<file path="src/verilog/l1d_cfg.svh">
`ifndef L1D_CFG_SVH
`define L1D_CFG_SVH

// Register byte offsets on the APB window
`define L1D_OFF_CTRL 12'h000
`define L1D_OFF_STAT 12'h004

// Control register reset value and writable bits
`define L1D_CTRL_RST 32'h0000_0000
`define L1D_CTRL_WMASK 32'h0000_301e

// Control register bit positions
`define L1D_B_LOOKUP 1
`define L1D_B_RSV_LO 2
`define L1D_B_RSV_HI 3
`define L1D_B_STEER 4
`define L1D_B_PREF0 12
`define L1D_B_PREF1 13

// Cache reservation field codes
`define L1D_RSV_NONE 2'b00
`define L1D_RSV_BOTH 2'b11

// Requester slots, lowest index is highest nominal priority
`define L1D_NREQ 6
`define L1D_RQ_TEST 0
`define L1D_RQ_AG0 1
`define L1D_RQ_AG1 2
`define L1D_RQ_SB 3
`define L1D_RQ_DMA 4
`define L1D_RQ_FILL 5

// DMA starvation limit in core cycles and saturating counter ceiling
`define L1D_DMA_LIMIT 5'd16
`define L1D_DMA_CNT_MAX 5'd17
`define L1D_DMA_CNT_ONE 5'd1

// Address bits used for steering and collision keys
`define L1D_A_STEER0 14
`define L1D_A_STEER1 23
`define L1D_A_WPOL 2
`define L1D_A_HALF 16
`define L1D_A_SUB_HI 13
`define L1D_A_SUB_LO 12
`define L1D_A_BANK_HI 21
`define L1D_A_BANK_LO 20
`define L1D_A_SET_LO 5

// Address space decode: addr[31:22] region tags
`define L1D_REG_L1 10'h3fe
`define L1D_REG_MMR 10'h3ff
`define L1D_A_INBANK_HI 19
`define L1D_A_INBANK_LO 15

// Access sizes and page cache policies
`define L1D_SZ_HALF 2'b01
`define L1D_SZ_WORD 2'b10
`define L1D_SZ_DWORD 2'b11
`define L1D_POL_WTRD 2'b00
`define L1D_POL_WB 2'b10

`endif

</file>
<file path="src/verilog/l1d_pkg.sv">
package l1d_pkg;

	// One access request as presented by a requester
	typedef struct packed {
		logic valid;
		logic write;
		logic user;
		logic page_cache;
		logic [1:0] policy;
		logic [1:0] size;
		logic [31:0] addr;
	} l1d_req_t;

	// Per-requester arbitration and steering answer
	typedef struct packed {
		logic grant;
		logic cached;
		logic bank_a;
		logic alloc;
		logic wthru;
		logic tag_bit;
		logic [8:0] set_idx;
	} l1d_res_t;

	// Register bus phase
	typedef enum logic [0:0] {
		L1D_BUS_IDLE,
		L1D_BUS_ACC
	} l1d_bus_t;

endpackage

</file>
<file path="src/verilog/l1d_bank_ctrl.sv">
// Summary of operation
// - Unconflicted loads, store, DMA, fill all served together
// - Choice bit steers generator 1 uncached fetch port
// - Choice bit steers generator 0 uncached fetch port
// - Cached fetches use port of targeted bank
// - Bank steer only matters when both banks cache
// - Lookup enable bit gates all entries but test accesses, reset off
// - Minimal checks still fault reserved, misaligned, user-mode or generator 1 register access
// - Reset leaves everything but test accesses SRAM until reservation programmed
// - Caching needs lookup enabled and cacheable page
// - SRAM collision needs bits 2,13:12,16,21:20 equal
// - SRAM order: generators, store buffer, DMA/fill
// - DMA goes top after 17 blocked cycles or second queued
// - Cache two-way; second bank adds sets
// - Cache collision needs same subbank, half and bank
// - Cache order: test access, store buffer, fill
// - Per-page policy: WT read-alloc, WT both, WB
// - Both banks cache: two independent 16K two-way caches
// - Steer 0: bit 14 picks bank, bit 23 tagged
// - Steer 1: bit 23 picks bank, bit 14 tagged
// - Steer 0: one 32K cache, index from bits 13:5
// - Steer 1: alternating 8M regions, lowest to bank B
`timescale 1ns/1ps
`include "l1d_cfg.svh"

module l1d_bank_ctrl import l1d_pkg::*; (
	input wire logic clk_sys,
	input wire logic resetn,
	input wire logic ce,
	input wire logic psel,
	input wire logic penable,
	input wire logic pwrite,
	input wire logic [11:0] paddr,
	input wire logic [31:0] pwdata,
	output logic [31:0] prdata,
	output logic pready,
	output logic pslverr,
	input wire l1d_req_t [`L1D_NREQ-1:0] req,
	input wire logic dma_second_queued,
	output l1d_res_t [`L1D_NREQ-1:0] res,
	output logic [1:0] ag_port,
	output logic [1:0] ag_exc,
	output logic dma_boost
);

	logic [31:0] l1d_ctrl_reg_r;
	logic [31:0] prdata_r;
	logic pready_r;
	logic pslverr_r;
	l1d_bus_t bus_r;
	logic [4:0] dma_wait_r;
	logic dma_boost_r;
	l1d_res_t [`L1D_NREQ-1:0] res_r;
	logic [1:0] ag_port_r;
	logic [1:0] ag_exc_r;

	// Decoded control fields
	logic protect_lookup_enable;
	logic [1:0] cache_reserve_field;
	logic bank_steer_select;
	logic gen0_port_choice;
	logic gen1_port_choice;
	logic boost_now;

	// Per-requester combinational results
	l1d_res_t [`L1D_NREQ-1:0] res_nxt;
	logic [`L1D_NREQ-1:0] cached;
	logic [`L1D_NREQ-1:0] valid;
	logic [5:0] key_s [`L1D_NREQ];
	logic [3:0] key_c [`L1D_NREQ];
	logic [`L1D_NREQ-1:0] blocked;
	logic [1:0] ag_port_nxt;
	logic [1:0] ag_exc_nxt;

	assign protect_lookup_enable = l1d_ctrl_reg_r[`L1D_B_LOOKUP];
	assign cache_reserve_field = l1d_ctrl_reg_r[`L1D_B_RSV_HI:`L1D_B_RSV_LO];
	assign bank_steer_select = l1d_ctrl_reg_r[`L1D_B_STEER];
	assign gen0_port_choice = l1d_ctrl_reg_r[`L1D_B_PREF0];
	assign gen1_port_choice = l1d_ctrl_reg_r[`L1D_B_PREF1];

	// Starvation promotion uses the registered wait count so it cannot loop combinationally
	assign boost_now = (dma_wait_r > `L1D_DMA_LIMIT) || dma_second_queued;

	assign prdata = prdata_r;
	assign pready = pready_r;
	assign pslverr = pslverr_r;
	assign res = res_r;
	assign ag_port = ag_port_r;
	assign ag_exc = ag_exc_r;
	assign dma_boost = dma_boost_r;

	// APB slave: one wait state, answer registered in the second access cycle
	always_ff @(posedge clk_sys or negedge resetn) begin
		if (!resetn) begin
			bus_r <= L1D_BUS_IDLE;
			pready_r <= 1'b0;
			pslverr_r <= 1'b0;
			prdata_r <= 32'h0000_0000;
		end else if (ce) begin
			pready_r <= 1'b0;
			pslverr_r <= 1'b0;
			if (bus_r == L1D_BUS_IDLE) begin
				if (psel && penable) begin
					bus_r <= L1D_BUS_ACC;
					pready_r <= 1'b1;
					case (paddr)
						`L1D_OFF_CTRL: prdata_r <= l1d_ctrl_reg_r;
						`L1D_OFF_STAT: prdata_r <= {26'h0, dma_boost_r, dma_wait_r};
						default: begin
							prdata_r <= 32'h0000_0000;
							pslverr_r <= 1'b1;
						end
					endcase
				end
			end else begin
				bus_r <= L1D_BUS_IDLE;
			end
		end
	end

	// Control register; reserved bits are forced to zero so stray writes cannot set them
	// The write lands in the answer cycle, at the edge where the master sees pready
	always_ff @(posedge clk_sys or negedge resetn) begin
		if (!resetn) begin
			l1d_ctrl_reg_r <= `L1D_CTRL_RST;
		end else if (ce && bus_r == L1D_BUS_ACC && psel && penable && pwrite
				&& paddr == `L1D_OFF_CTRL) begin
			l1d_ctrl_reg_r <= pwdata & `L1D_CTRL_WMASK;
		end
	end

	// Per-requester steering, policy and collision keys
	genvar gi;
	generate
		for (gi = 0; gi < `L1D_NREQ; gi++) begin : g_req
			logic [31:0] a;
			logic bank;
			assign a = req[gi].addr;
			assign valid[gi] = req[gi].valid;

			// Bank choice only follows the steer bit when both banks cache
			always_comb begin
				if (cache_reserve_field == `L1D_RSV_BOTH) begin
					bank = bank_steer_select ? a[`L1D_A_STEER1] : a[`L1D_A_STEER0];
				end else begin
					bank = 1'b1;
				end
			end

			// Test accesses always land in the arrays; others need lookup and page attribute
			if (gi == `L1D_RQ_TEST) begin : g_test
				assign cached[gi] = 1'b1;
			end else begin : g_norm
				assign cached[gi] = protect_lookup_enable && req[gi].page_cache
					&& cache_reserve_field != `L1D_RSV_NONE;
			end

			assign key_s[gi] = {a[`L1D_A_WPOL], a[`L1D_A_SUB_HI:`L1D_A_SUB_LO], a[`L1D_A_HALF],
				a[`L1D_A_BANK_HI:`L1D_A_BANK_LO]};
			assign key_c[gi] = {bank, a[`L1D_A_SUB_HI:`L1D_A_SUB_LO], a[`L1D_A_HALF]};

			// A requester loses to any higher-ranked valid access in the same array with equal key
			always_comb begin
				blocked[gi] = 1'b0;
				for (int j = 0; j < `L1D_NREQ; j++) begin
					if (j != gi && valid[j] && cached[j] == cached[gi]
							&& (cached[gi] ? key_c[j] == key_c[gi] : key_s[j] == key_s[gi])
							&& (boost_now && !cached[gi]
								? (j == `L1D_RQ_DMA || (gi != `L1D_RQ_DMA && j < gi))
								: j < gi)) begin
						blocked[gi] = 1'b1;
					end
				end
			end

			// Unconflicted requesters are all granted in the same cycle
			always_comb begin
				res_nxt[gi].grant = valid[gi] && !blocked[gi];
				res_nxt[gi].cached = valid[gi] && cached[gi];
				res_nxt[gi].bank_a = bank;
				res_nxt[gi].tag_bit = bank_steer_select && cache_reserve_field == `L1D_RSV_BOTH
					? a[`L1D_A_STEER0] : a[`L1D_A_STEER1];
				res_nxt[gi].set_idx = a[`L1D_A_SUB_HI:`L1D_A_SET_LO];
				res_nxt[gi].alloc = cached[gi] && (!req[gi].write
					|| req[gi].policy != `L1D_POL_WTRD);
				res_nxt[gi].wthru = cached[gi] && req[gi].policy != `L1D_POL_WB;
			end
		end
	endgenerate

	// Address generator port choice and minimal address checks
	always_comb begin
		ag_port_nxt = 2'b00;
		ag_exc_nxt = 2'b00;
		for (int k = 0; k < 2; k++) begin
			logic [31:0] a;
			logic mis;
			logic rsvd;
			logic mmr;
			a = req[`L1D_RQ_AG0 + k].addr;
			mis = (req[`L1D_RQ_AG0 + k].size == `L1D_SZ_HALF && a[0])
				|| (req[`L1D_RQ_AG0 + k].size == `L1D_SZ_WORD && a[1:0] != 2'b00)
				|| (req[`L1D_RQ_AG0 + k].size == `L1D_SZ_DWORD && a[2:0] != 3'h0);
			rsvd = a[31:22] == `L1D_REG_L1 && (a[`L1D_A_BANK_HI]
				|| a[`L1D_A_INBANK_HI:`L1D_A_INBANK_LO] != 5'h00);
			mmr = a[31:22] == `L1D_REG_MMR && (k == 1 || req[`L1D_RQ_AG0 + k].user);
			ag_exc_nxt[k] = valid[`L1D_RQ_AG0 + k] && (mis || rsvd || mmr);
			if (cached[`L1D_RQ_AG0 + k]) begin
				ag_port_nxt[k] = !res_nxt[`L1D_RQ_AG0 + k].bank_a;
			end else begin
				ag_port_nxt[k] = (k == 0) ? gen0_port_choice : gen1_port_choice;
			end
		end
	end

	// Registered answers to requesters
	always_ff @(posedge clk_sys or negedge resetn) begin
		if (!resetn) begin
			res_r <= '0;
			ag_port_r <= 2'b00;
			ag_exc_r <= 2'b00;
		end else if (ce) begin
			res_r <= res_nxt;
			ag_port_r <= ag_port_nxt;
			ag_exc_r <= ag_exc_nxt;
		end
	end

	// DMA starvation counter, saturates so it never wraps back under the limit
	always_ff @(posedge clk_sys or negedge resetn) begin
		if (!resetn) begin
			dma_wait_r <= 5'h00;
			dma_boost_r <= 1'b0;
		end else if (ce) begin
			dma_boost_r <= boost_now;
			if (valid[`L1D_RQ_DMA] && blocked[`L1D_RQ_DMA]) begin
				if (dma_wait_r != `L1D_DMA_CNT_MAX) begin
					dma_wait_r <= dma_wait_r + `L1D_DMA_CNT_ONE;
				end
			end else begin
				dma_wait_r <= 5'h00;
			end
		end
	end

	// Checks on the registered answers, one cycle after the request is taken
	generate
		for (gi = 0; gi < `L1D_NREQ; gi++) begin : g_chk
			free_grant_a: assert property (@(posedge clk_sys) disable iff (!resetn)
				ce && valid[gi] && !blocked[gi] |=> res_r[gi].grant)
				else $error("free request not granted");
		end
	endgenerate

	gen1_port_a: assert property (@(posedge clk_sys) disable iff (!resetn)
		ce && !cached[`L1D_RQ_AG1] |=> ag_port_r[1] == $past(gen1_port_choice))
		else $error("generator 1 port ignores choice bit");

	gen0_port_a: assert property (@(posedge clk_sys) disable iff (!resetn)
		ce && !cached[`L1D_RQ_AG0] |=> ag_port_r[0] == $past(gen0_port_choice))
		else $error("generator 0 port ignores choice bit");

	cached_port_a: assert property (@(posedge clk_sys) disable iff (!resetn)
		ce && cached[`L1D_RQ_AG0] |=> ag_port_r[0] == !res_r[`L1D_RQ_AG0].bank_a)
		else $error("cached fetch on wrong port");

	steer_off_a: assert property (@(posedge clk_sys) disable iff (!resetn)
		ce && cache_reserve_field != `L1D_RSV_BOTH |=> res_r[`L1D_RQ_AG0].bank_a)
		else $error("bank steer active without both banks");

	no_cache_a: assert property (@(posedge clk_sys) disable iff (!resetn)
		ce && !protect_lookup_enable && valid[`L1D_RQ_SB] |=> !res_r[`L1D_RQ_SB].cached)
		else $error("cached with lookup disabled");

	misalign_a: assert property (@(posedge clk_sys) disable iff (!resetn)
		ce && valid[`L1D_RQ_AG0] && req[`L1D_RQ_AG0].size == `L1D_SZ_WORD
		&& req[`L1D_RQ_AG0].addr[0] |=> ag_exc_r[0])
		else $error("misaligned access not faulted");

	dma_boost_a: assert property (@(posedge clk_sys) disable iff (!resetn)
		ce && valid[`L1D_RQ_DMA] && blocked[`L1D_RQ_DMA] && dma_wait_r == `L1D_DMA_LIMIT
		|=> boost_now)
		else $error("dma not promoted after limit");

	sram_order_a: assert property (@(posedge clk_sys) disable iff (!resetn)
		ce && !boost_now && valid[`L1D_RQ_AG0] && valid[`L1D_RQ_SB]
		&& !cached[`L1D_RQ_AG0] && !cached[`L1D_RQ_SB]
		&& key_s[`L1D_RQ_AG0] == key_s[`L1D_RQ_SB]
		|=> res_r[`L1D_RQ_AG0].grant && !res_r[`L1D_RQ_SB].grant)
		else $error("store buffer beat generator");

	bank_bit14_a: assert property (@(posedge clk_sys) disable iff (!resetn)
		ce && cache_reserve_field == `L1D_RSV_BOTH && !bank_steer_select
		|=> res_r[`L1D_RQ_AG1].bank_a == $past(req[`L1D_RQ_AG1].addr[`L1D_A_STEER0]))
		else $error("bank not chosen by bit 14");

	// Generators on distinct SRAM keys must both go through in one cycle
	sram_apart_a: assert property (@(posedge clk_sys) disable iff (!resetn)
		ce && !boost_now && valid[`L1D_RQ_AG0] && valid[`L1D_RQ_AG1]
		&& !cached[`L1D_RQ_AG0] && !cached[`L1D_RQ_AG1]
		&& key_s[`L1D_RQ_AG0] != key_s[`L1D_RQ_AG1]
		|=> res_r[`L1D_RQ_AG0].grant && res_r[`L1D_RQ_AG1].grant)
		else $error("distinct sram keys blocked a generator");

	// A promoted DMA transfer is never held back in SRAM
	dma_top_a: assert property (@(posedge clk_sys) disable iff (!resetn)
		ce && boost_now && valid[`L1D_RQ_DMA] && !cached[`L1D_RQ_DMA]
		|=> res_r[`L1D_RQ_DMA].grant)
		else $error("promoted dma not granted");

	// Array test accesses outrank the store buffer on a shared cache key
	test_first_a: assert property (@(posedge clk_sys) disable iff (!resetn)
		ce && valid[`L1D_RQ_TEST] && valid[`L1D_RQ_SB] && cached[`L1D_RQ_SB]
		&& key_c[`L1D_RQ_TEST] == key_c[`L1D_RQ_SB]
		|=> res_r[`L1D_RQ_TEST].grant && !res_r[`L1D_RQ_SB].grant)
		else $error("store buffer beat test access");

	// Fill traffic waits behind the store buffer in the cache arrays
	fill_last_a: assert property (@(posedge clk_sys) disable iff (!resetn)
		ce && valid[`L1D_RQ_SB] && valid[`L1D_RQ_FILL] && cached[`L1D_RQ_SB]
		&& cached[`L1D_RQ_FILL] && key_c[`L1D_RQ_SB] == key_c[`L1D_RQ_FILL]
		|=> !res_r[`L1D_RQ_FILL].grant)
		else $error("fill beat store buffer");

	// Steer set: bit 23 picks the bank, so the lowest region lands in bank B
	bank_bit23_a: assert property (@(posedge clk_sys) disable iff (!resetn)
		ce && cache_reserve_field == `L1D_RSV_BOTH && bank_steer_select
		|=> res_r[`L1D_RQ_AG1].bank_a == $past(req[`L1D_RQ_AG1].addr[`L1D_A_STEER1]))
		else $error("bank not chosen by bit 23");

	// Steer clear: the unused bit 23 must travel with the tag or hits would alias
	tag_keep_a: assert property (@(posedge clk_sys) disable iff (!resetn)
		ce && cache_reserve_field == `L1D_RSV_BOTH && !bank_steer_select
		|=> res_r[`L1D_RQ_AG0].tag_bit == $past(req[`L1D_RQ_AG0].addr[`L1D_A_STEER1]))
		else $error("tag bit not taken from bit 23");

	// Write-back pages allocate on writes and never write through
	wb_policy_a: assert property (@(posedge clk_sys) disable iff (!resetn)
		ce && cached[`L1D_RQ_SB] && req[`L1D_RQ_SB].policy == `L1D_POL_WB
		|=> res_r[`L1D_RQ_SB].alloc && !res_r[`L1D_RQ_SB].wthru)
		else $error("write-back page misdirected");

	// Generator 1 may never touch register space, even in supervisor mode
	mmr_gen1_a: assert property (@(posedge clk_sys) disable iff (!resetn)
		ce && valid[`L1D_RQ_AG1] && req[`L1D_RQ_AG1].addr[31:22] == `L1D_REG_MMR
		|=> ag_exc_r[1])
		else $error("register access by generator 1 not faulted");

	// With no reservation programmed every access except test accesses stays in SRAM
	sram_only_a: assert property (@(posedge clk_sys) disable iff (!resetn)
		ce && cache_reserve_field == `L1D_RSV_NONE && valid[`L1D_RQ_SB]
		|=> !res_r[`L1D_RQ_SB].cached)
		else $error("access cached with no reservation");

endmodule

</file>
<file path="config.mk">
export PLATFORM = sky130hd
export DESIGN_NAME = l1d_bank_ctrl
export DESIGN_NICKNAME = d
export VERILOG_FILES = /design/src/verilog/l1d_pkg.sv /design/src/verilog/l1d_bank_ctrl.sv
export VERILOG_INCLUDE_DIRS = /design/src /design/src/verilog
export SDC_FILE = /design/constraint.sdc
export NUM_CORES = 1
export LEC_CHECK = 0
export BUFFER_PORTS_ARGS = -buffer_cell sky130_fd_sc_hd__clkbuf_2
export CAP_MARGIN = 20
export CORE_AREA = 2 2 164 166
export CTS_BUF_LIST = sky130_fd_sc_hd__clkbuf_4 sky130_fd_sc_hd__clkbuf_8 sky130_fd_sc_hd__clkbuf_16
export CTS_CLUSTER_DIAMETER = 50
export DETAILED_ROUTE_END_ITERATION = 16
export DIE_AREA = 0 0 166 168
export HOLD_SLACK_MARGIN = 0.15
export PLACE_DENSITY = 0.57
export RECOVER_POWER = 50
export SLEW_MARGIN = 20
export SYNTH_ARGS = -nofsm -noshare
export SYNTH_HDL_FRONTEND = slang
export SYNTH_SLANG_ARGS = --single-unit
</file>
<file path="constraint.sdc">
create_clock -name clk_sys -period 3.4 [get_ports clk_sys]
set_input_delay 0.51 -clock clk_sys [delete_from_list [all_inputs] [get_ports clk_sys]]
set_output_delay 0.51 -clock clk_sys [all_outputs]
set_load 0.02 [all_outputs]
</file>
==> results of run 1 <==
[state kept, by name (all words and copies together) (netlist names)]
name / cells
dma_boost: 1
dma_wait_r: 5
ag_exc: 2
bus_r: 1
prdata: 8
l1d_ctrl_reg_r: 6
res: 89
ag_port: 2
pslverr: 1
[how the worst max path moves through the flow]
stage | start | end | slack, ns | cells past startpoint
2_1_floorplan | req[96] | dma_wait_r[2] | 1.31 | 7
3_3_place_gp | l1d_ctrl_reg_r[4] | dma_wait_r[2] | 0.89 | 6
3_5_place_dp | l1d_ctrl_reg_r[4] | dma_wait_r[2] | 0.89 | 6
4_1_cts | l1d_ctrl_reg_r[4] | dma_wait_r[2] | 0.87 | 6
5_1_grt | resetn | bus_r | 0.42 | 2
6_report | l1d_ctrl_reg_r[4] | dma_wait_r[2] | 0.88 | 6
[power by group]
group	switching [mW]	internal, mW	leakage, nW	total [mW]
combinational	0.432	0.293	2.43	0.725
sequential	0.0512	1.46	1.41	1.51
clock	0.765	1.20	0.306	1.97
total	1.25	2.95	4.14	4.20
[worst max-delay path: cells and delay by family, from the launching register on]
| family | cells | cell delay, ns |
|---|---|---|
| AOI/OAI and AO/OA | 4 | 0.95 |
| xor gates and xnor gates | 1 | 0.16 |
| DFF | 1 | 0.77 |
| muxes | 1 | 0.53 |
[Yosys cell counts, types with 9 or more instances]
library cell  count  area [sq um]
clkbuf_1         28           105
nand2_1          33           124
a21oi_1          28           140
inv_1            31           116
nor4_1           10          62.6
xnor2_1          56           490
xor2_1           30           263
dfrtp_1         115          2880
buf_1            13          48.8
o22ai_1          14          87.6
o21ai_0          16          80.1
mux2i_1          12           120
nor2_1           32           120
mux2_2           71           800
buf_4            25           188
nand3_1          15          75.1
a31oi_1           9          56.3
nand4_1          19           119
[cells by family after synthesis]
kind of cell             Yosys count
adder cells (fa/ha/maj)            3
XOR/XNOR                          86
multiplexers                      88
flip-flops                       115
buffers and inverters            104
other                              1
AND/OR/NAND/NOR                  138
AO/OA/AOI/OAI                    107
[metal layers]
metal | wire [microns] | GRT usage | vias up | share of wire
met3 | 1870 | 0.0585 | 28 | 0.087
li1 | - | - | 2730 | -
met2 | 9690 | 0.240 | 237 | 0.45
met5 | 0 | 0 | - | 0
met4 | 635 | 0.0624 | 0 | 0.030
met1 | 9250 | 0.192 | 2674 | 0.43
[cell type report]
cell class | instances | share of cell area
Timing Repair Buffer | 288 | 0.163
Tap cell | 341 | 0.0481
Inverter | 31 | 0.0131
Sequential cell | 115 | 0.325
Clock buffer | 18 | 0.0496
Clock inverter | 14 | 0.0212
Antenna cell | 1 | 0.000282
Multi-Input combinational cell | 446 | 0.380
==> results by group, run 1 <==
Status
  • Status: finished with violations
  • Failing checks: capacitance limit, slew limit

Synthesis
  • Ys async rst share: 1.00
  • Number of synthesized flops with an enable pin: 0
  • Synth Warn #: 0
  • Mux cell area share after synthesis: 0.152
  • Post-Synth XOR/XNOR Area: 0.113
  • Distinct cells, synth: 63
  • Post-synthesis adder-cell area fraction: 0.00563
  • Yosys reg bits: 115
  • Post-Synth Simple-Gate Area: 0.106
  • Mapped Avg Cell Area: 10.4 sq um
  • Post-Syn Area: 6660 sq um
  • Register area share after synthesis: 0.432
  • Most common flop cell mapped by yosys: dfrtp_1
  • Compound-Gate Fraction of Synth Area: 0.114
  • Cells after Synth: 642
  • Largest family of logic cells by synthesized area: multiplexers

Detailed routing
  • Vias/cell: 4.52
  • Drt pass-1 iters: 4
  • DRC violation total after the first TritonRoute iteration: 253
  • DRT Wirelength: 21400 microns
  • WL per Instance: 17.1 microns
  • Antenna Nets Post-Route: 0
  • DRC Markers: 0
  • Via Count: 5669

Clocking
  • CTS tree: built
  • H-tree Lvls: 4
  • CTS Buf Count: 17
  • Post-CTS Setup Bufs: 0
  • Worst skew pair latency: 0.42 ns
  • CTS-repair resized insts: 0
  • Root Driver: clkbuf_16
  • CTS Hold Bufs: 0
  • Clock slew at reported path FFs: 0.06 ns
  • Clock buffer depth: 2
  • Sink Count: 115

Timing
  • Final setup viols: 0
  • Slew headroom: -0.580
  • Final Critical Period: 2.52 ns
  • Slew @ Worst Pin: 2.37 ns
  • Hold slack final: 0.307 ns
  • Final worst slack: 0.881 ns
  • Clock Skew: 0.0105 ns
  • RSZ-0062 raised after global routing: no
  • Setup TNS: 0 ns
  • Highest clock rate: 0.397 GHz
  • Part of the cycle the worst path needs: 0.741
  • Hold Fails Final Rpt: 0
  • Slew Viols, Final: 169

Die
  • Boundary Pins: 420
  • Die X: 166 microns
  • FP Rows: 60
  • Die Area: 27900 sq um
  • Starting Density: 0.253
  • Die Y: 168 microns
  • Total core area: 26400 sq um

Setup path
  • Critical Path RT: 3.72 ns
  • Worst Setup Start Kind: flop
  • Worst reg-to-reg path cell count: 6
  • Critical path peak fanout: 9
  • Kind of critical path: reg -> reg
  • CP cell instances: mux2i_4 -> xnor2_1 -> a2bb2oi_1 -> a32o_1 -> o211ai_2 -> o311ai_2
  • RR Endpoint: dma_wait_r[2]
  • Worst path slowest cell: dfrtp_1
  • Largest stage delay on the critical path: 0.77 ns
  • Critical Path AT: 2.84 ns
  • Setup crit end kind: flop
  • Launch point of the worst reg-to-reg path: l1d_ctrl_reg_r[4]
  • R2R Setup Slk: 0.88 ns

Worst hold path
  • Hold path start: req[35]
  • Hold path cells: 2
  • Worst min-delay path class: in -> reg
  • Hold EP: res[10]

Pwr
  • Leak: 4.14 nW
  • PD cells: 474 nW/um^2
  • VDD IR max: 0.228 mV
  • Tot Pwr: 4.20 mW

Finish
  • Most common cell after layout, fill and taps aside: clkbuf_2
  • FILL cells: 2783
  • Post-layout util: 0.336
  • Nets: 1193
  • Area of the multi-input gates: 3370 sq um
  • Layout cell share with drive strength beyond 1: 0.441
  • Final cell count without fillers: 1254
  • Final instance area: 8860 sq um
  • Commonest non-fill, non-tap cells in the layout: clkbuf_2 (280), dfrtp_1 (115), mux2_2 (71), xnor2_1 (56), nand2_1 (33)
  • FF/Latch Area: 2880 sq um
  • Area growth syn-to-layout: 33.0%

Place
  • DP Worst Slack: 0.890 ns
  • Detailed placement HPWL: 16800 microns
  • Gpl congestion: 0.837
  • Post-Place Cell Area: 8270 sq um
  • IO Port Bufs: 280
  • Placed cell count: 1221

GRT
  • GRT Total Usage: 0.154
  • Initial antenna violation count: 1
  • Vias in the first global route: 5831
  • Remaining global-route overflow: 0
  • Largest net degree at the start of global routing: 90
  • First-pass GRT wire length: 33100 microns

Run
  • Max cap viols: 2
(Power assumes the default switching activity.)
==> inputs of run 2 (changes only) <==
--- a/config.mk
+++ b/config.mk
@@ -14,7 +14,7 @@
 export DETAILED_ROUTE_END_ITERATION = 16
 export DIE_AREA = 0 0 166 168
 export HOLD_SLACK_MARGIN = 0.15
-export PLACE_DENSITY = 0.57
+export PLACE_DENSITY = 0.59
 export RECOVER_POWER = 50
 export SLEW_MARGIN = 20
 export SYNTH_ARGS = -nofsm -noshare
==> constraint.sdc (replaced) <==
create_clock -name clk_sys -period 2.1 [get_ports clk_sys]
set_input_delay 0.315 -clock clk_sys [delete_from_list [all_inputs] [get_ports clk_sys]]
set_output_delay 0.315 -clock clk_sys [all_outputs]
set_load 0.02 [all_outputs]
==> results by group, run 2 (synthesis results as in run 1) <==
Status
  • Status: finished with violations
  • Failing checks: setup timing

Die
  • Die Y: 168 microns
  • Starting Density: 0.253
  • FP Rows: 60
  • Boundary Pins: 420
  • Die X: 166 microns
  • Die Area: 27900 sq um
  • Total core area: 26400 sq um

Detailed routing
  • Drt pass-1 iters: 4
  • Vias/cell: 4.47
  • Via Count: 6124
  • DRT Wirelength: 23500 microns
  • Antenna Nets Post-Route: 0
  • DRC Markers: 0
  • DRC violation total after the first TritonRoute iteration: 248
  • WL per Instance: 17.2 microns

GRT
  • Vias in the first global route: 6233
  • GRT Total Usage: 0.167
  • Largest net degree at the start of global routing: 100
  • Initial antenna violation count: 2
  • Remaining global-route overflow: 0
  • First-pass GRT wire length: 35700 microns

Setup path
  • Critical Path AT: 2.43 ns
  • Cell family with most CP delay: compound AO/OA/AOI/OAI gates
  • Critical Path RT: 2.42 ns
  • Critical path peak fanout: 6
  • Worst path slowest cell: dfrtp_2
  • Kind of critical path: reg -> reg
  • CP cell instances: o21a_4 -> a2111oi_4 -> o2111ai_2 -> a31oi_4 -> o211ai_2 -> o311ai_2
  • Worst Setup Start Kind: flop
  • Buf+Inv Stages, Crit Path: 0
  • Largest stage delay on the critical path: 0.45 ns
  • Setup crit end kind: flop

Worst hold path
  • Worst min-delay path class: in -> reg

Timing
  • Setup TNS: -0.0188 ns
  • Final worst slack: -0.0188 ns
  • Slew Viols, Final: 0
  • Slew headroom: 0.140
  • Hold Fails Final Rpt: 0
  • RSZ-0062 raised after global routing: yes
  • Part of the cycle the worst path needs: 1.01
  • Slew @ Worst Pin: 1.29 ns
  • Clock Skew: 0.00572 ns
  • Final Critical Period: 2.12 ns
  • Final setup viols: 1
  • Highest clock rate: 0.472 GHz

Clocking
  • Root Driver: clkbuf_16
  • Worst skew pair latency: 0.41 ns
  • Clock slew at reported path FFs: 0.06 ns
  • CTS Buf Count: 17
  • CTS tree: built
  • Clock buffer depth: 2
  • Sink Count: 115
  • H-tree Lvls: 4

Place
  • DP Worst Slack: -0.122 ns
  • IO Port Bufs: 280
  • Post-Place Cell Area: 8720 sq um
  • Placed cell count: 1275
  • Detailed placement HPWL: 18200 microns
  • Gpl congestion: 0.873

Pwr
  • PD cells: 693 nW/um^2
  • Leak: 4.73 nW
  • Tot Pwr: 6.95 mW
  • VDD IR max: 0.387 mV

Finish
  • Final cell count without fillers: 1369
  • Commonest non-fill, non-tap cells in the layout: clkbuf_2 (280), dfrtp_1 (113), mux2_2 (71), buf_4 (64), xnor2_1 (55)
  • Max FFs per register: 89
  • Nets: 1308
  • FF/Latch Area: 2880 sq um
  • Final instance area: 10000 sq um
  • Most common cell after layout, fill and taps aside: clkbuf_2
  • FILL cells: 2602
  • Area growth syn-to-layout: 50.6%
  • Layout cell share with drive strength beyond 1: 0.471
  • Area of the multi-input gates: 3440 sq um

Run
  • Max cap viols: 0
==> run 2: cell types whose count changed in the layout (fill, tap and decap cells not counted), moves of 3 or more <==
cell,before,now
clkinv_2,0,3
buf_6,0,3
inv_6,9,1
clkbuf_1,4,0
dlygate4sd3_1,0,50
buf_4,4,64
buf_12,0,6
==> run 2: what timing repair did <==
item / 4_1_cts / 5_1_grt
hold buffers: 50 / 0
gates resized for setup: 5 / 14
cloned: 0 / 0
setup endpoints to repair: 5 / 7
endpoints found under the hold margin: 92 / 0
setup buffers: 3 / 8
pin swaps: 3 / 11
==> run 2: worst paths after layout <==
| path | startpoint | slack (ns) | cells after the start | end |
|---|---|---|---|---|
| worst max register to register | l1d_ctrl_reg_r[2] | -0.02 | 6 | dma_wait_r[2] |
| max in group asynchronous | resetn | 0.52 | 3 | res[80] |
| worst min register to register | prdata[13] | 0.48 | 2 | prdata[13] |
| min in group asynchronous | resetn | 0.72 | 2 | ag_exc[1] |
| worst max-delay path | l1d_ctrl_reg_r[2] | -0.02 | 6 | dma_wait_r[2] |
| worst min-delay path | pwdata[1] | 0.18 | 2 | l1d_ctrl_reg_r[1] |
==> run 2: where the power goes <==
group / total, mW / switching [mW] / internal [mW] / leakage (nW)
logic: 1.37 / 0.762 / 0.608 / 3.03
clock network: 3.14 / 1.13 / 2.01 / 0.300
registers: 2.44 / 0.0783 / 2.36 / 1.40
==> run 2: area by class of cell <==
type / count / area share
clock inverters: 13 / 0.0183
flip-flops and latches: 115 / 0.287
repair buffers: 403 / 0.253
multi-input cells: 446 / 0.343
diodes: 1 / 0.000249
well taps: 341 / 0.0425
clock buffers: 19 / 0.0439
inverters: 31 / 0.0116
==> run 2: layer usage <==
metal	wire length [microns]	global-route usage	vias to the layer above
met3	1950	0.0592	16
li1	-	-	2952
met1	9820	0.201	2913
met2	11400	0.278	243
met4	395	0.0601	0
met5	0	0	-
==> run 2: per-stage QoR <==
| step | hold WS, ns | utilization |
|---|---|---|
| after CTS | 0.161 | 0.376 |
| final | 0.184 | 0.381 |
| after global routing | 0.175 | 0.381 |
| after floorplan | 0.0194 | - |
| after global placement | 0.298 | 0.331 |
| after detailed placement | 0.292 | 0.331 |
==> inputs of run 3 (changes only) <==
--- a/config.mk
+++ b/config.mk
@@ -14,7 +14,7 @@
 export DETAILED_ROUTE_END_ITERATION = 16
 export DIE_AREA = 0 0 166 168
 export HOLD_SLACK_MARGIN = 0.15
-export PLACE_DENSITY = 0.59
+export PLACE_DENSITY = 0.57
 export RECOVER_POWER = 50
 export SLEW_MARGIN = 20
 export SYNTH_ARGS = -nofsm -noshare
==> constraint.sdc (replaced) <==
create_clock -name clk_sys -period 2.7 [get_ports clk_sys]
set_input_delay 0.405 -clock clk_sys [delete_from_list [all_inputs] [get_ports clk_sys]]
set_output_delay 0.405 -clock clk_sys [all_outputs]
set_load 0.02 [all_outputs]
==> results by group, run 3 (synthesis results as in run 1) <==
Die
  • Die Y: 168 microns
  • Die X: 166 microns
  • Total core area: 26400 sq um
  • Die Area: 27900 sq um
  • Boundary Pins: 420
  • Starting Density: 0.253
  • FP Rows: 60

Timing
  • Slew headroom: -0.199
  • Highest clock rate: 0.415 GHz
  • Final Critical Period: 2.41 ns
  • Clock Skew: 0.00806 ns
  • Slew @ Worst Pin: 1.80 ns
  • Slew Viols, Final: 141
  • Hold Fails Final Rpt: 0
  • Part of the cycle the worst path needs: 0.892
  • Final setup viols: 0
  • Hold slack final: 0.200 ns
  • Setup TNS: 0 ns
  • RSZ-0062 raised after global routing: no

Place
  • Detailed placement HPWL: 17100 microns
  • Gpl congestion: 0.865
  • IO Port Bufs: 280

Detailed routing
  • DRT Wirelength: 21900 microns
  • Antenna Nets Post-Route: 0
  • Drt pass-1 iters: 4
  • DRC Markers: 0
  • WL per Instance: 17.3 microns
  • Vias/cell: 4.59
  • Via Count: 5791
  • DRC violation total after the first TritonRoute iteration: 246

Finish
  • Commonest non-fill, non-tap cells in the layout: clkbuf_2 (263), dfrtp_1 (115), mux2_2 (71), xnor2_1 (56), nand2_1 (33)
  • Diodes inserted: 0
  • Max FFs per register: 89
  • Layout cell share with drive strength beyond 1: 0.426
  • Most common cell after layout, fill and taps aside: clkbuf_2
  • Nets: 1203
  • Area growth syn-to-layout: 32.4%

Clocking
  • Sink Count: 115
  • CTS tree: built
  • Clock buffer depth: 2
  • CTS Buf Count: 17
  • H-tree Lvls: 4
  • CTS-repair resized insts: 0
  • Clock slew at reported path FFs: 0.06 ns
  • Root Driver: clkbuf_16
  • Worst skew pair latency: 0.41 ns

Setup path
  • CP cell instances: mux2i_4 -> xnor2_1 -> a2bb2oi_1 -> a32o_1 -> o211ai_2 -> o311ai_2
  • Critical path peak fanout: 7
  • Setup crit end kind: flop
  • Critical Path AT: 2.71 ns
  • Kind of critical path: reg -> reg
  • Buf+Inv Stages, Crit Path: 0
  • Cell family with most CP delay: compound AO/OA/AOI/OAI gates
  • Launch point of the worst reg-to-reg path: l1d_ctrl_reg_r[4]
  • RR Endpoint: dma_wait_r[2]
  • R2R Setup Slk: 0.29 ns
  • Worst Setup Start Kind: flop
  • Worst reg-to-reg path cell count: 6
  • Largest stage delay on the critical path: 0.65 ns
  • Worst path slowest cell: dfrtp_1
  • Crit path from: l1d_ctrl_reg_r[4]
  • Critical Path RT: 3.01 ns

Status
  • Failing checks: capacitance limit, slew limit
  • Status: finished with violations

GRT
  • Remaining global-route overflow: 0
  • Global route hottest layer: met2
  • M2 GR Usage: 0.257
  • GRT Total Usage: 0.156
  • Met3 Use GR: 0.0529
  • Initial antenna violation count: 0
  • Vias in the first global route: 5750
  • Met1 Usage GRT: 0.195
  • First-pass GRT wire length: 33600 microns
  • Largest net degree at the start of global routing: 79

Run
  • Max cap viols: 2

Worst hold path
  • Hold EP: res[10]
  • Worst min-delay path class: in -> reg
  • Hold path start: req[35]
  • Hold path cells: 2

Pwr
  • Leak: 4.09 nW
  • PD cells: 555 nW/um^2
  • VDD IR max: 0.315 mV
  • Tot Pwr: 4.90 mW
## run 3: layout make-up
cell class,count,area [sq um]
multi-input cells,446,3370
well taps,341,427
clock buffers,17,425
inverters,31,116
fillers,2779,17500
repair buffers,298,1500
flip-flops and latches,115,2880
clock inverters,15,111
## run 3: routing by layer
metal | vias to the layer above | part of all wire | wire, microns
li1 | 2740 | - | -
met1 | 2809 | 0.43 | 9360
met2 | 228 | 0.47 | 10400
met3 | 14 | 0.086 | 1890
met4 | 0 | 0.012 | 269
met5 | - | 0 | 0
## run 3: worst max-delay path by stage
stage / end / cells after the start
4_1_cts: dma_wait_r[2] / 6
2_1_floorplan: dma_wait_r[2] / 8
5_1_grt: dma_wait_r[2] / 6
3_5_place_dp: dma_wait_r[2] / 6
6_report: dma_wait_r[2] / 6
3_3_place_gp: dma_wait_r[2] / 6
## run 3: what timing repair did
action / 4_1_cts / 5_1_grt
endpoints found under the setup margin: 0 / 0
hold buffers: 1 / 0
endpoints found under the hold margin: 57 / 0
buffers inserted: 0 / 0
## run 3: metrics by stage
step	area (sq um)	setup WS, ns	utilization	std cells
after CTS	8880	0.263	0.337	1263
after floorplan	6750	0.674	-	665
final	8820	0.292	0.335	1263
after detailed placement	8340	0.288	0.316	1230
after global routing	8820	0.0810	0.335	1263
after global placement	8340	0.292	0.316	1230
## run 3: report_power, final
group          internal, mW  switching, mW
sequential             1.84         0.0664
combinational         0.371          0.547
clock                  1.18          0.900
